<file path="config.mk">
export PLATFORM = sky130hd
export DESIGN_NAME = rpes_sequencer
export DESIGN_NICKNAME = d
export VERILOG_FILES = /design/src/hw/rpes_pkg.sv /design/src/hw/rpes_sequencer.sv
export VERILOG_INCLUDE_DIRS = /design/src /design/src/hw
export SDC_FILE = /design/constraint.sdc
export NUM_CORES = 1
export LEC_CHECK = 0
export BUFFER_PORTS_ARGS = -buffer_cell sky130_fd_sc_hd__buf_2
export CAP_MARGIN = 20
export CORE_MARGIN = 3
export CORE_UTILIZATION = 49
export CTS_CLUSTER_DIAMETER = 120
export DETAILED_ROUTE_END_ITERATION = 7
export PLACE_DENSITY_LB_ADDON = 0.08
export SETUP_SLACK_MARGIN = 0.5
export SYNTH_ARGS = -nofsm -noshare
export SYNTH_HDL_FRONTEND = slang
export SYNTH_SLANG_ARGS = --single-unit
</file>
<file path="constraint.sdc">
create_clock -name i_clk_sys -period 2.5 [get_ports i_clk_sys]
set_input_delay 0.25 -clock i_clk_sys [delete_from_list [all_inputs] [get_ports i_clk_sys]]
set_output_delay 0.25 -clock i_clk_sys [all_outputs]
set_load 0.02 [all_outputs]
</file>
<file path="src/hw/rpes_params.svh">
// Purpose: constants of the radio power enable sequencer
// Assumes: 40 MHz system clock
// Notes:   long counts are defaults for module parameters
`ifndef RPES_PARAMS_SVH
`define RPES_PARAMS_SVH
`define RPES_CLK_MHZ         40
`define RPES_POR_MAX_MS      110
`define RPES_HOST_WAIT_MS    150
`define RPES_DISCHARGE_MS    10
`define RPES_POR_CYC         ((`RPES_POR_MAX_MS * 1000 * `RPES_CLK_MHZ) - 1)
`define RPES_DISCHARGE_CYC   (`RPES_DISCHARGE_MS * 1000 * `RPES_CLK_MHZ)
`define RPES_STRAP_USB       3'h0
`define RPES_STRAP_SDIO_1V8  3'h5
`define RPES_STRAP_SDIO_3V3  3'h4
`define RPES_CNT_W           32
`endif

</file>
<file path="src/hw/rpes_pkg.sv">
// Purpose: types of the radio power enable sequencer
// Assumes: nothing
// Notes:   none
package rpes_pkg;
  typedef enum logic [1:0] {
    RPES_ST_POR  = 2'b00,
    RPES_ST_RUN  = 2'b01
  } rpes_state_t;
  typedef struct packed {
    logic       wlan_usb;
    logic       wlan_sdio;
    logic       sdio_1v8;
    logic       sdio_low_speed_only;
    logic       radio2_usb;
    logic       radio2_uart;
    logic       strap_invalid;
  } rpes_host_cfg_t;
endpackage

</file>
<file path="src/hw/rpes_sequencer.sv">
// Purpose: regulator enable, section resets, power-on reset, strap decode
// Assumes: i_rst_n models supplies crossing the power-on threshold
// Notes:   undriven enables must be resolved high by the bench pull-ups
// How it works
// - wlan enable high turns regulators on and frees the wlan section.
// - wlan enable low holds the wlan section in reset regardless.
// - regulator enable is the or of both enables, off when both low.
// - secondary enable low with wlan high keeps the secondary in reset.
// - power-on reset releases the device within 110 ms of supply up.
// - host interface is picked by straps tied before power-up.
// - straps 000 usb, 101 sdio 1.8 V with uart, 100 sdio 3.3 V with uart.
// - each enable defaults high when left undriven.
`timescale 1ns/1ps
`include "rpes_params.svh"
module rpes_sequencer
  import rpes_pkg::*;
#(
  parameter logic [`RPES_CNT_W-1:0] POR_CYC       = `RPES_POR_CYC,
  parameter logic [`RPES_CNT_W-1:0] DISCHARGE_CYC = `RPES_DISCHARGE_CYC
) (
  input  wire logic       i_clk_sys,
  input  wire logic       i_rst_n,
  input  wire logic       i_wlan_power_enable,
  input  wire logic       i_secondary_radio_power_enable,
  input  wire logic [2:0] i_host_strap,
  input  wire logic       i_host_cmd_valid,
  output logic            o_regulator_enable,
  output logic            o_por_active,
  output logic            o_wlan_reset_n,
  output logic            o_secondary_reset_n,
  output rpes_host_cfg_t  o_host_cfg,
  output logic            o_host_cmd_accept,
  output logic            o_discharging
);
  localparam int unsigned NSEC       = 2;
  localparam int unsigned SEC_WLAN   = 1;
  localparam int unsigned SEC_RADIO2 = 0;

  // power-on reset group
  rpes_state_t            state_r;
  rpes_state_t            state_nxt;
  logic [`RPES_CNT_W-1:0] por_cnt_r;
  logic [`RPES_CNT_W-1:0] por_cnt_nxt;
  logic                   por_done;
  logic                   run;

  // host configuration group
  rpes_host_cfg_t         cfg_r;
  rpes_host_cfg_t         cfg_nxt;
  rpes_host_cfg_t         cfg_dec;
  logic                   cfg_load;

  // discharge window group
  logic [`RPES_CNT_W-1:0] dis_cnt_r;
  logic [`RPES_CNT_W-1:0] dis_cnt_nxt;
  logic                   dis_load;

  // regulator group
  logic                   any_en;
  logic                   reg_en_r;
  logic                   reg_en_nxt;

  // section group, one bit per radio section
  logic [NSEC-1:0]        sec_en;
  logic [NSEC-1:0]        sec_rst_n_r;
  logic [NSEC-1:0]        sec_rst_n_nxt;

  assign any_en = i_wlan_power_enable | i_secondary_radio_power_enable;

  // undriven high level is the pad pull-up's job, not modelled here
  assign sec_en[SEC_WLAN]   = i_wlan_power_enable;
  assign sec_en[SEC_RADIO2] = i_secondary_radio_power_enable;

  // released at the latest allowed time, never earlier
  assign por_done = (por_cnt_r >= POR_CYC);

  always_comb begin
    state_nxt   = state_r;
    por_cnt_nxt = por_cnt_r;
    cfg_load    = 1'b0;
    case (state_r)
      RPES_ST_POR: begin
        if (por_done) begin
          state_nxt = RPES_ST_RUN;
          cfg_load  = 1'b1;
        end else begin
          por_cnt_nxt = por_cnt_r + 1'b1;
        end
      end
      RPES_ST_RUN: begin
        state_nxt = RPES_ST_RUN;
      end
      default: begin
        state_nxt   = RPES_ST_POR;
        por_cnt_nxt = '0;
      end
    endcase
  end

  always_ff @(posedge i_clk_sys or negedge i_rst_n) begin
    if (!i_rst_n) begin
      state_r   <= RPES_ST_POR;
      por_cnt_r <= '0;
    end else begin
      state_r   <= state_nxt;
      por_cnt_r <= por_cnt_nxt;
    end
  end

  // straps are static, so no synchroniser; decoded every cycle
  always_comb begin
    cfg_dec = '0;
    case (i_host_strap)
      `RPES_STRAP_USB: begin
        cfg_dec.wlan_usb   = 1'b1;
        cfg_dec.radio2_usb = 1'b1;
      end
      `RPES_STRAP_SDIO_1V8: begin
        cfg_dec.wlan_sdio   = 1'b1;
        cfg_dec.sdio_1v8    = 1'b1;
        cfg_dec.radio2_uart = 1'b1;
      end
      `RPES_STRAP_SDIO_3V3: begin
        cfg_dec.wlan_sdio           = 1'b1;
        cfg_dec.sdio_low_speed_only = 1'b1;
        cfg_dec.radio2_uart         = 1'b1;
      end
      default: begin
        cfg_dec.strap_invalid = 1'b1;
      end
    endcase
  end

  // captured once at release, so a strap moved later changes nothing
  always_comb begin
    cfg_nxt = cfg_r;
    if (cfg_load) begin
      cfg_nxt = cfg_dec;
    end
  end

  always_ff @(posedge i_clk_sys or negedge i_rst_n) begin
    if (!i_rst_n) begin
      cfg_r <= '0;
    end else begin
      cfg_r <= cfg_nxt;
    end
  end

  // only reports a host violation window; it never blocks the enables
  assign dis_load = ~any_en & reg_en_r;

  always_comb begin
    dis_cnt_nxt = dis_cnt_r;
    if (any_en) begin
      dis_cnt_nxt = '0;
    end else if (dis_load) begin
      dis_cnt_nxt = DISCHARGE_CYC;
    end else if (dis_cnt_r != '0) begin
      dis_cnt_nxt = dis_cnt_r - 1'b1;
    end
  end

  always_ff @(posedge i_clk_sys or negedge i_rst_n) begin
    if (!i_rst_n) begin
      dis_cnt_r <= '0;
    end else begin
      dis_cnt_r <= dis_cnt_nxt;
    end
  end

  always_comb begin
    reg_en_nxt = any_en;
  end

  always_ff @(posedge i_clk_sys or negedge i_rst_n) begin
    if (!i_rst_n) begin
      reg_en_r <= 1'b0;
    end else begin
      reg_en_r <= reg_en_nxt;
    end
  end

  // each section follows its own enable, one cycle late
  generate
    for (genvar g = 0; g < NSEC; g++) begin : g_sec
      always_comb begin
        sec_rst_n_nxt[g] = sec_en[g];
      end

      always_ff @(posedge i_clk_sys or negedge i_rst_n) begin
        if (!i_rst_n) begin
          sec_rst_n_r[g] <= 1'b0;
        end else begin
          sec_rst_n_r[g] <= sec_rst_n_nxt[g];
        end
      end
    end
  endgenerate

  assign run                 = (state_r == RPES_ST_RUN);
  assign o_por_active        = ~run;
  assign o_regulator_enable  = reg_en_r;

  // sections stay in reset while power-on reset runs
  assign o_wlan_reset_n      = sec_rst_n_r[SEC_WLAN] & run;
  assign o_secondary_reset_n = sec_rst_n_r[SEC_RADIO2] & run;
  assign o_host_cfg          = cfg_r;

  // host must itself hold off; here early commands are only dropped
  assign o_host_cmd_accept   = i_host_cmd_valid & o_wlan_reset_n;
  assign o_discharging       = (dis_cnt_r != '0);
endmodule

</file>
== Word-level counts from Yosys, hierarchy flattened ==
Index checks and enable logic that the tools add are counted.
W data, S select, Z words.

* ROM bits: 0
* Output and inout port bits: 13
* Bits in writable memories: 0
* Memories: 0
* Flip-flop bits (word level): 74
* Logic and storage cells: 47
* Bits in latches: 0

* Div/mod/pow operators: 0
* Magnitude comparators: 1
* Bitwise operators: 7
* Multiplexer cells: 14
* Equal/unequal tests: 5
* $mul: 0
* Reduce and logical (&&, ||, !) cells: 7
* $add $sub $neg: 2
* Shift operators: 0

{| class="wikitable"
|+ Operator list
! operator !! count
|-
| $mux W32 || 4
|-
| $pmux W32 S2 || 1
|-
| $add A32 B1 Y32 const B || 1
|-
| $ge A32 B23 Y1 const B || 1
|-
| $reduce_bool A32 Y1 || 1
|-
| $sub A32 B1 Y32 const B || 1
|-
| $mux W1 || 7
|-
| $eq A3 B3 Y1 const B || 2
|-
| $and A1 B1 Y1 || 4
|-
| $ne A2 B2 Y1 const B || 2
|-
| $pmux W2 S2 || 1
|-
| $logic_not A3 Y1 || 1
|-
| $reduce_bool A3 Y1 || 1
|-
| $reduce_or A3 Y1 || 1
|-
| $eq A2 B1 Y1 const B || 1
|-
| $logic_not A2 Y1 || 1
|-
| $mux W2 || 1
|-
| $not A1 Y1 || 2
|-
| $reduce_and A2 Y1 || 1
|-
| $reduce_or A2 Y1 || 1
|-
| $or A1 B1 Y1 || 1
|}

== Depth between registers and ports, before layout ==
Gate-level depths: netlist of the first run.

* Depth after elaboration: 5
* Mapped depth: 8

== Worst setup path after synthesis of the first run ==
No wires, ideal clock.

* Path kind: reg-to-reg
* Start point: register dis_cnt_r[4]
* End point: register dis_cnt_r[31]
* Library setup time: 95 ps
* Clock period less this slack: 2549 ps
* Slack: -49 ps
* Data arrival time: 2454 ps
* Cell stages (with the launch flop): 7
* Required time: 2405 ps
* Cells stage by stage: dfrtp_1 -> or4_4 -> or3_4 -> or3_1 -> buf_2 -> or4_1 -> o31ai_1

* Word-level cells in the longest chain between the ends: 4
* Elaborated cells on any way between the ends: 6

{| class="wikitable"
|+ Ends and longest elaborated chain
! item !! line !! RTL
|-
| start, declared || rpes_sequencer.sv:54 || <nowiki>logic [`RPES_CNT_W-1:0] dis_cnt_r;</nowiki>
|-
| start signal, assigned || rpes_sequencer.sv:168 || <nowiki>dis_cnt_r <= dis_cnt_nxt;</nowiki>
|-
| $sub A32 B1 Y32 || rpes_sequencer.sv:160 || <nowiki>dis_cnt_nxt = dis_cnt_r - 1'b1;</nowiki>
|-
| $mux W32 || rpes_sequencer.sv:159 || <nowiki>end else if (dis_cnt_r != '0) begin</nowiki>
|-
| $mux W32 || rpes_sequencer.sv:157 || <nowiki>end else if (dis_load) begin</nowiki>
|-
| $mux W32 || rpes_sequencer.sv:155 || <nowiki>if (any_en) begin</nowiki>
|}

Parallel ways exist; a longest one is shown, timed or not. The select of a mux whose other input is x is not followed.
A chain may end at the register's enable or synchronous reset.

== Worst setup path after layout of the first run ==
* Start point: register dis_cnt_r[2]
* End point: register dis_cnt_r[31]

The elaborated chain is that of the path after synthesis.

==> results of run 1 <==
==> path summary, 6_finish.rpt <==
kind / from / endpoint / slack [ps]
min: i_secondary_radio_power_enable / sec_rst_n_r[0] / 20
max in group asynchronous: i_rst_n / por_cnt_r[21] / 1170
min in group asynchronous: i_rst_n / por_cnt_r[14] / 500
max: dis_cnt_r[2] / dis_cnt_r[31] / -9
max reg2reg: dis_cnt_r[2] / dis_cnt_r[31] / -9
min reg2reg: por_cnt_r[30] / por_cnt_r[30] / 380
==> worst max-delay path, stage by stage (launching register included) <==
cell,delay [ps]
dfrtp_1,380
or4_4,530
or3_4,390
or3_4,410
or4_4,490
o31ai_2,210
==> routing by layer <==
layer | track usage, % | wire length (µm) | share of wire, % | up-vias
li1 | - | - | - | 1448
met5 | 0 | 0 | 0 | -
met3 | 4.89 | 541 | 5.7 | 31
met2 | 32.5 | 4480 | 48 | 115
met1 | 31.4 | 4160 | 44 | 1558
met4 | 9.17 | 256 | 2.7 | 0
==> state kept, by name, indices dropped and copies added (netlist names) <==
register	cells
dis_cnt_r	32
o_host_cfg	5
o_regulator_enable	1
por_cnt_r	32
sec_rst_n_r	2
state_r	1
==> placed cells by master (no fill, tap or decap), types with 8 or more instances in the layout <==
master    Yosys  final
dfrtp_1      73     69
buf_4         2     43
buf_2         3     19
a21oi_1      18     17
buf_6         0     17
nor2_1       17     16
xor2_1       17     16
nand2_1      18     15
nor3_1       16     12
nand4_1      11     11
nand3_1      13     11
nor4_4        0     10
xnor2_1      11     10
or3_1        15     10
clkbuf_8      0     10
inv_1         8      8
or4_4         2      8
==> report_power, final <==
part	leakage [nW]	switching, mW	internal [mW]
clock	0.0785	0.420	0.379
combinational	1.17	0.271	0.267
sequential	0.978	0.0172	1.20
total	2.23	0.708	1.84
==> stage by stage <==
stage	cells	cell area [µm²]	TNS (ps)	total power, mW
after floorplan	348	3650	-49.1	1.45
after global placement	471	3980	0	1.57
after detailed placement	471	3980	-97.7	1.57
after CTS	505	4560	-8.19	2.49
after global routing	523	5000	-147	2.66
final	523	5000	-8.62	2.55
==> layout make-up <==
type | instances | area, µm²
clock buffer | 12 | 145
sequential | 73 | 1830
clock inverter | 2 | 16.3
fill | 483 | 1910
inverter | 8 | 30.0
tap | 96 | 120
timing repair buffer | 86 | 724
multi-input combinational | 246 | 2130
==> cell families after synthesis <==
logic type               Yosys count  synth area share (%)
buffers and inverters             29                  3.37
AO/OA/AOI/OAI                     55                  10.2
AND/OR/NAND/NOR                  153                  25.2
multiplexers                       8                  2.42
flip-flops                        73                  51.3
adder cells (fa/ha/maj)            2                 0.702
XOR/XNOR                          28                  6.88
==> timing repair <==
item | CTS | global route
hold endpoints to repair | 32 | 0
buffers inserted | 19 | 18
pin swaps | 23 | 35
hold buffers | 1 | 0
gates resized for setup | 53 | 62
endpoints found under the setup margin | 42 | 52
==> results.yml, run 1 <==
layout:
  area_growth_pct: 40.4
  finalNetCount: 434
  n_antenna_cell: 0
  final_layout_size_suffix_gt1_share_pct: 43.6
  fin_util_pct: 72.4
clock_tree:
  cts_tree: "done"
  cts_root_buffer: "clkbuf_8"
  htreeDepth: 3
  clk_pin_slew_worst_paths_ps: 70
  clock_latency_ps: 350
  clock_sinks: 73
  cts_buffers: 9
  cts_max_path_buffers: 2
run_status:
  violations: "setup timing"
  status: "finished, violations left"
sta:
  timing.hold.ws_ps: 22.2
  worstMarginPinSlew_ps: 747
  hold_viol_final: 0
  min_period_ps: 2510
  fmax_mhz: 399
  setup_slack_ps: -8.62
  finalCritPeriodShare_pct: 100
  relSlewSlack_pct: 50.2
  rsz0062_at_grt: "true"
  slew_viol_final: 0
  setup_viol: 1
  finalClockSkew_ps: 8.33
logic_synthesis:
  yosys-top-cells-area: "dfrtp_1, xor2_1, nor4_1"
  yosys.area.top_type_share_pct: 51.3
  syn_inst: 348
  yosysTopAreaCell: "dfrtp_1"
  ys_ff_latch: 73
  synth-async-reset-ratio_pct: 100
  synth_top_flop_cell: "dfrtp_1"
  syn_avg_cell_area_um2: 10.2
  syn_area_um2: 3560
  synth_edf_count: 0
  yosys_warnings: 0
  yosysMostFrequentCell: "dfrtp_1"
  yosysSeqAreaShare_pct: 51.3
  ys_types: 47
  syn_nets: 358
  synthTopCellsByCount: "dfrtp_1, nor4_1, a21oi_1, nand2_1"
place:
  pre_cts_slack_ps: -37.5
  portBuffers: 20
  gp_congestion: 0.836
  dp_hpwl_um: 5310
grt:
  overflow: 0
  grt_pass1_vias: 2942
  track_usage_pct: 22.1
  grt_start_max_net_pins: 35
  grt_pass1_wl_um: 14700
  antenna_found_initial: 0
floorplan:
  core_um2: 6910
  io_pins: 21
  die-width_um: 91.3
  die_h_um: 91.3
  die_area_um2: 8330
  rows: 30
  start_util_pct: 51.6
detailed_routing:
  vias_per_cell: 6.03
  ant_nets: 0
  dr.pass1.iters: 5
  vias: 3152
  wire_per_inst_um: 18.0
  route.detailed.drc: 0
  drt_iter0_drc: 195
  drt-total-wl_um: 9440
setup_path:
  cp-end-kind: "register"
  r2r_cells: 5
  start_kind: "register"
  crit_type: "register to register"
  critical_path_required_ps: 2760
  crit_arrival_ps: 2760
  cp_max_fo: 6
job:
  cap_viol_max_count: 0
min_path:
  min_path_cells: 1
  hold_path_class: "primary input to register"
power:
  peakVddDrop_v: 0.000325
  power_density_nw_per_um2: 510
  p_leak_nw: 2.23
No activity file was read; power rests on OpenSTA's default activity.
==> inputs of run 2 (changes only) <==
==> constraint.sdc (replaced) <==
create_clock -name i_clk_sys -period 2.85 [get_ports i_clk_sys]
set_input_delay 0.285 -clock i_clk_sys [delete_from_list [all_inputs] [get_ports i_clk_sys]]
set_output_delay 0.285 -clock i_clk_sys [all_outputs]
set_load 0.02 [all_outputs]
==> results.yml, run 2 (synthesis gave the netlist of run 1 again) <==
setup_path:
  critical-path-slowest-cell: "or4_4"
  r2r-end: "dis_cnt_r[21]"
  endpoint: "dis_cnt_r[21]"
  crit_chain: "or4_4, or3_4, or3_4, or4_4, a21oi_2"
  crit_arrival_ps: 2820
  r2r_cells: 5
  start_kind: "register"
  cp_slowest_stage_delay_ps: 560
  cp-end-kind: "register"
  crit_start: "dis_cnt_r[3]"
  crit_type: "register to register"
  r2r-start: "dis_cnt_r[3]"
  rrSetupSlack_ps: 300
  cp_max_fo: 6
  critical_path_required_ps: 3120
sta:
  setup_tns_ps: 0
  rsz0062_at_grt: "true"
  setup_viol: 0
  slew_viol_final: 0
  finalClockSkew_ps: 13.1
  relSlewSlack_pct: 61.2
  finalCritPeriodShare_pct: 89.4
  timing.hold.ws_ps: 69.8
  fmax_mhz: 392
  hold_viol_final: 0
  min_period_ps: 2550
  worstMarginPinSlew_ps: 580
floorplan:
  die-width_um: 91.3
  die_area_um2: 8330
  core_um2: 6910
  die_h_um: 91.3
  io_pins: 21
  rows: 30
  start_util_pct: 51.6
layout:
  stdcell_area_um2: 4220
  multi_input_area_um2: 1730
  area_growth_pct: 18.5
  mostFrequentLayoutCell: "dfrtp_1"
  mostFrequentLayoutCells: "dfrtp_1, buf_4, buf_2, nand2_1"
  seq_area_um2: 1830
  nFillCells: 612
  final_layout_size_suffix_gt1_share_pct: 25.2
  n_antenna_cell: 0
  finalNetCount: 395
grt:
  track_usage_pct: 19.3
  use_met1_pct: 28.7
  met3_usage_pct: 3.65
  grt_pass1_vias: 2657
  overflow: 0
  top_usage_layer: "met1"
  antenna_found_initial: 0
  grt_start_max_net_pins: 74
  grt_pass1_wl_um: 12900
  use_met2_pct: 27.2
clock_tree:
  htreeDepth: 3
  cts_buffers: 9
  clk_pin_slew_worst_paths_ps: 70
  cts_tree: "done"
  cts_root_buffer: "clkbuf_8"
  cts_max_path_buffers: 2
  clock_latency_ps: 340
  clock_sinks: 73
detailed_routing:
  wire_per_inst_um: 15.7
  vias_per_cell: 5.89
  route.detailed.drc: 0
  ant_nets: 0
  drt_iter0_drc: 156
  dr.pass1.iters: 5
  drt-total-wl_um: 7610
  vias: 2858
place:
  dp_hpwl_um: 4820
  gp_congestion: 0.834
  portBuffers: 20
  placed_area_um2: 3770
power:
  peakVddDrop_v: 0.000361
  power_density_nw_per_um2: 513
  p_sw_mw: 0.567
  switching_share_pct: 26.2
  combPwrFrac_pct: 13.7
  clockPowerShare_pct: 37.2
  p_leak_nw: 1.96
  seqPwrFrac_pct: 49.1
  internal_power_mw: 1.60
job:
  cap_viol_max_count: 0
run_status:
  status: "completed"
min_path:
  min_path_cells: 1
  hold_path_class: "primary input to register"
-- run 2: changes by cell type in the layout (fill, tap and decap cells not counted), moves of 4 or more --
cell	before	now
buf_4	43	23
or4_4	8	4
nor4_1	3	16
o21ai_0	0	8
o31ai_1	3	7
buf_6	17	1
or3_4	7	3
nor4_2	7	3
o21ai_2	6	0
nor4_4	10	1
-- run 2: power groups by stage --
stage	clock network [mW]	registers (mW)	logic [mW]
global placement	0	1.09	0.243
global route	0.875	1.07	0.331
CTS	0.823	1.06	0.280
detailed placement	0	1.09	0.245
floorplan	0	1.08	0.168
finish	0.806	1.06	0.297
-- run 2: layout make-up --
cell class	count	share of cell area (%)
timing repair buffer	46	7.67
tap	96	2.84
clock inverter	5	1.33
multi-input combinational	247	40.9
inverter	8	0.711
sequential	73	43.3
clock buffer	10	3.26
-- run 2: worst min-delay path by stage --
stage / endpoint / startpoint / slack, ps
2_1_floorplan: dis_cnt_r[0] / i_rst_n / -10
3_3_place_gp: por_cnt_r[16] / i_rst_n / 340
3_5_place_dp: por_cnt_r[14] / i_rst_n / 350
4_1_cts: sec_rst_n_r[1] / i_wlan_power_enable / 60
5_1_grt: sec_rst_n_r[0] / i_secondary_radio_power_enable / 50
6_report: sec_rst_n_r[1] / i_wlan_power_enable / 70
-- run 2: repair_timing --
item / 4_1_cts / 5_1_grt
gates cloned: 1 / 0
endpoints found under the setup margin: 12 / 29
pin swaps: 7 / 4
gates resized for setup: 10 / 12
endpoints found under the hold margin: 73 / 0
hold buffers: 1 / 0
setup buffers: 15 / 2
-- run 2: layer usage --
layer / share of wire [%] / wire (µm) / up-vias
met5: 0 / 0 / -
met3: 4.0 / 305 / 16
met2: 44 / 3340 / 68
met1: 50 / 3810 / 1399
met4: 1.9 / 148 / 0
li1: - / - / 1375
-- run 2: critical path, delay by kind of cell (launching register included) --
family           cells  cell delay, ps
AND/OR/NAND/NOR      4            1930
flip-flops           1             410
AO/OA/AOI/OAI        1             140
-- run 2: per-stage QoR --
stage                     instances  util, %  total power [mW]  setup slack [ps]
after floorplan                 348        -              1.25               301
after CTS                       483     59.9              2.17               344
final                           485     61.1              2.17               301
after detailed placement        451     54.6              1.33               145
after global routing            485     61.1              2.27               263
after global placement          451     54.6              1.33               215
==> inputs of run 3 (changes only) <==
==> constraint.sdc (replaced) <==
create_clock -name i_clk_sys -period 2.77 [get_ports i_clk_sys]
set_input_delay 0.277 -clock i_clk_sys [delete_from_list [all_inputs] [get_ports i_clk_sys]]
set_output_delay 0.277 -clock i_clk_sys [all_outputs]
set_load 0.02 [all_outputs]
==> results.yml, run 3 (synthesis gave the netlist of run 1 again) <==
run_status:
  status: "finished, violations left"
  violations: "hold timing"
setup_path:
  critical_path_required_ps: 3030
  path_buf_inv: 0
  cp_slowest_stage_delay_ps: 540
  crit_type: "register to register"
  crit_chain: "or4_4, or3_4, or3_4, or4_4, o31ai_2"
  critical_path.top_delay_family: "simple AND/OR/NAND/NOR gates"
  start_kind: "register"
  cp-end-kind: "register"
  crit_arrival_ps: 2850
  rrSetupSlack_ps: 180
  critical-path-slowest-cell: "or4_4"
  cp_max_fo: 7
layout:
  area_growth_pct: 22.1
  multi_input_area_um2: 1790
  final_layout_size_suffix_gt1_share_pct: 28.4
  mostFrequentLayoutCells: "dfrtp_1, buf_4, buf_2, nand2_1"
  finalNetCount: 402
  nFillCells: 591
  n_antenna_cell: 0
  mostFrequentLayoutCell: "dfrtp_1"
  fin_util_pct: 63.0
  seq_area_um2: 1830
clock_tree:
  clk_pin_slew_worst_paths_ps: 80
  clock_sinks: 73
  htreeDepth: 3
  cts_max_path_buffers: 2
  cts_tree: "done"
  clock_latency_ps: 350
  cts_root_buffer: "clkbuf_8"
  postCtsHoldBufs: 0
  cts_buffers: 9
sta:
  finalCritPeriodShare_pct: 93.6
  relSlewSlack_pct: 51.4
  slew_viol_final: 0
  timing.hold.ws_ps: -21.5
  setup_tns_ps: 0
  fmax_mhz: 386
  setup_viol: 0
  setup_slack_ps: 177
  hold_viol_final: 13
  min_period_ps: 2590
  rsz0062_at_grt: "true"
  finalClockSkew_ps: 10.3
  worstMarginPinSlew_ps: 729
min_path:
  hold_path_class: "primary input to async pin"
power:
  power_density_nw_per_um2: 495
  p_leak_nw: 2.01
  peakVddDrop_v: 0.000348
floorplan:
  die_h_um: 91.3
  core_um2: 6910
  rows: 30
  die-width_um: 91.3
  io_pins: 21
  start_util_pct: 51.6
  die_area_um2: 8330
place:
  gp_congestion: 0.850
  portBuffers: 20
  pre_cts_slack_ps: 52.8
  dp_hpwl_um: 5030
detailed_routing:
  vias_per_cell: 5.85
  route.detailed.drc: 0
  wire_per_inst_um: 16.2
  dr.pass1.iters: 4
  drt_iter0_drc: 149
  ant_nets: 0
  vias: 2870
  drt-total-wl_um: 7960
grt:
  antenna_found_initial: 0
  grt_pass1_wl_um: 12900
  overflow: 0
  grt_pass1_vias: 2724
  grt_start_max_net_pins: 42
  track_usage_pct: 19.3
job:
  cap_viol_max_count: 0
[run 3: changes by cell type in the layout (fill, tap and decap cells not counted), moves of 2 or more]
| cell | previous run | this run |
|---|---|---|
| o31ai_4 | 0 | 2 |
| buf_12 | 1 | 4 |
| buf_4 | 23 | 27 |
| o31ai_1 | 7 | 5 |
| nor4_2 | 3 | 5 |
| nor4_1 | 16 | 13 |
[run 3: final timing paths]
kind / start / endpoint / cells past startpoint
worst max register to register: dis_cnt_r[4] / dis_cnt_r[31] / 5
worst min register to register: por_cnt_r[31] / por_cnt_r[31] / 0
min in group i_clk_sys: i_secondary_radio_power_enable / sec_rst_n_r[0] / 1
max in group asynchronous: i_rst_n / dis_cnt_r[17] / 2
worst max-delay path: dis_cnt_r[4] / dis_cnt_r[31] / 5
worst min-delay path: i_rst_n / por_cnt_r[16] / 1
[run 3: per-stage QoR]
step	cells	power, mW	cell area (µm²)
CTS	484	2.11	4140
detailed placement	455	1.37	3800
floorplan	348	1.29	3570
global route	491	2.25	4350
finish	491	2.15	4350
global placement	455	1.37	3800
[run 3: routing by layer]
| layer | global-route usage (%) | wire length [µm] |
|---|---|---|
| met5 | 0 | 0 |
| met4 | 9.05 | 139 |
| met3 | 3.23 | 265 |
| met2 | 28.2 | 3670 |
| met1 | 27.8 | 3890 |
[run 3: final cells by class]
type                       count  area share [%]
clock buffer                  10            2.94
tap                           96            2.76
clock inverter                 4           0.518
inverter                       8           0.691
multi-input combinational    246            41.1
sequential                    73            42.0
timing repair buffer          54            9.99
[run 3: where the power goes]
part           internal [mW]  leakage (nW)  total, mW  switching [mW]
sequential              1.08         0.985       1.10          0.0157
clock                  0.310        0.0778      0.687           0.377
combinational          0.173         0.943      0.370           0.197
[run 3: timing repair]
action / in CTS / in global routing
gates resized for setup: 12 / 26
pin swaps: 7 / 8
setup endpoints to repair: 16 / 33
buffers inserted: 15 / 5
cloned: 0 / 2
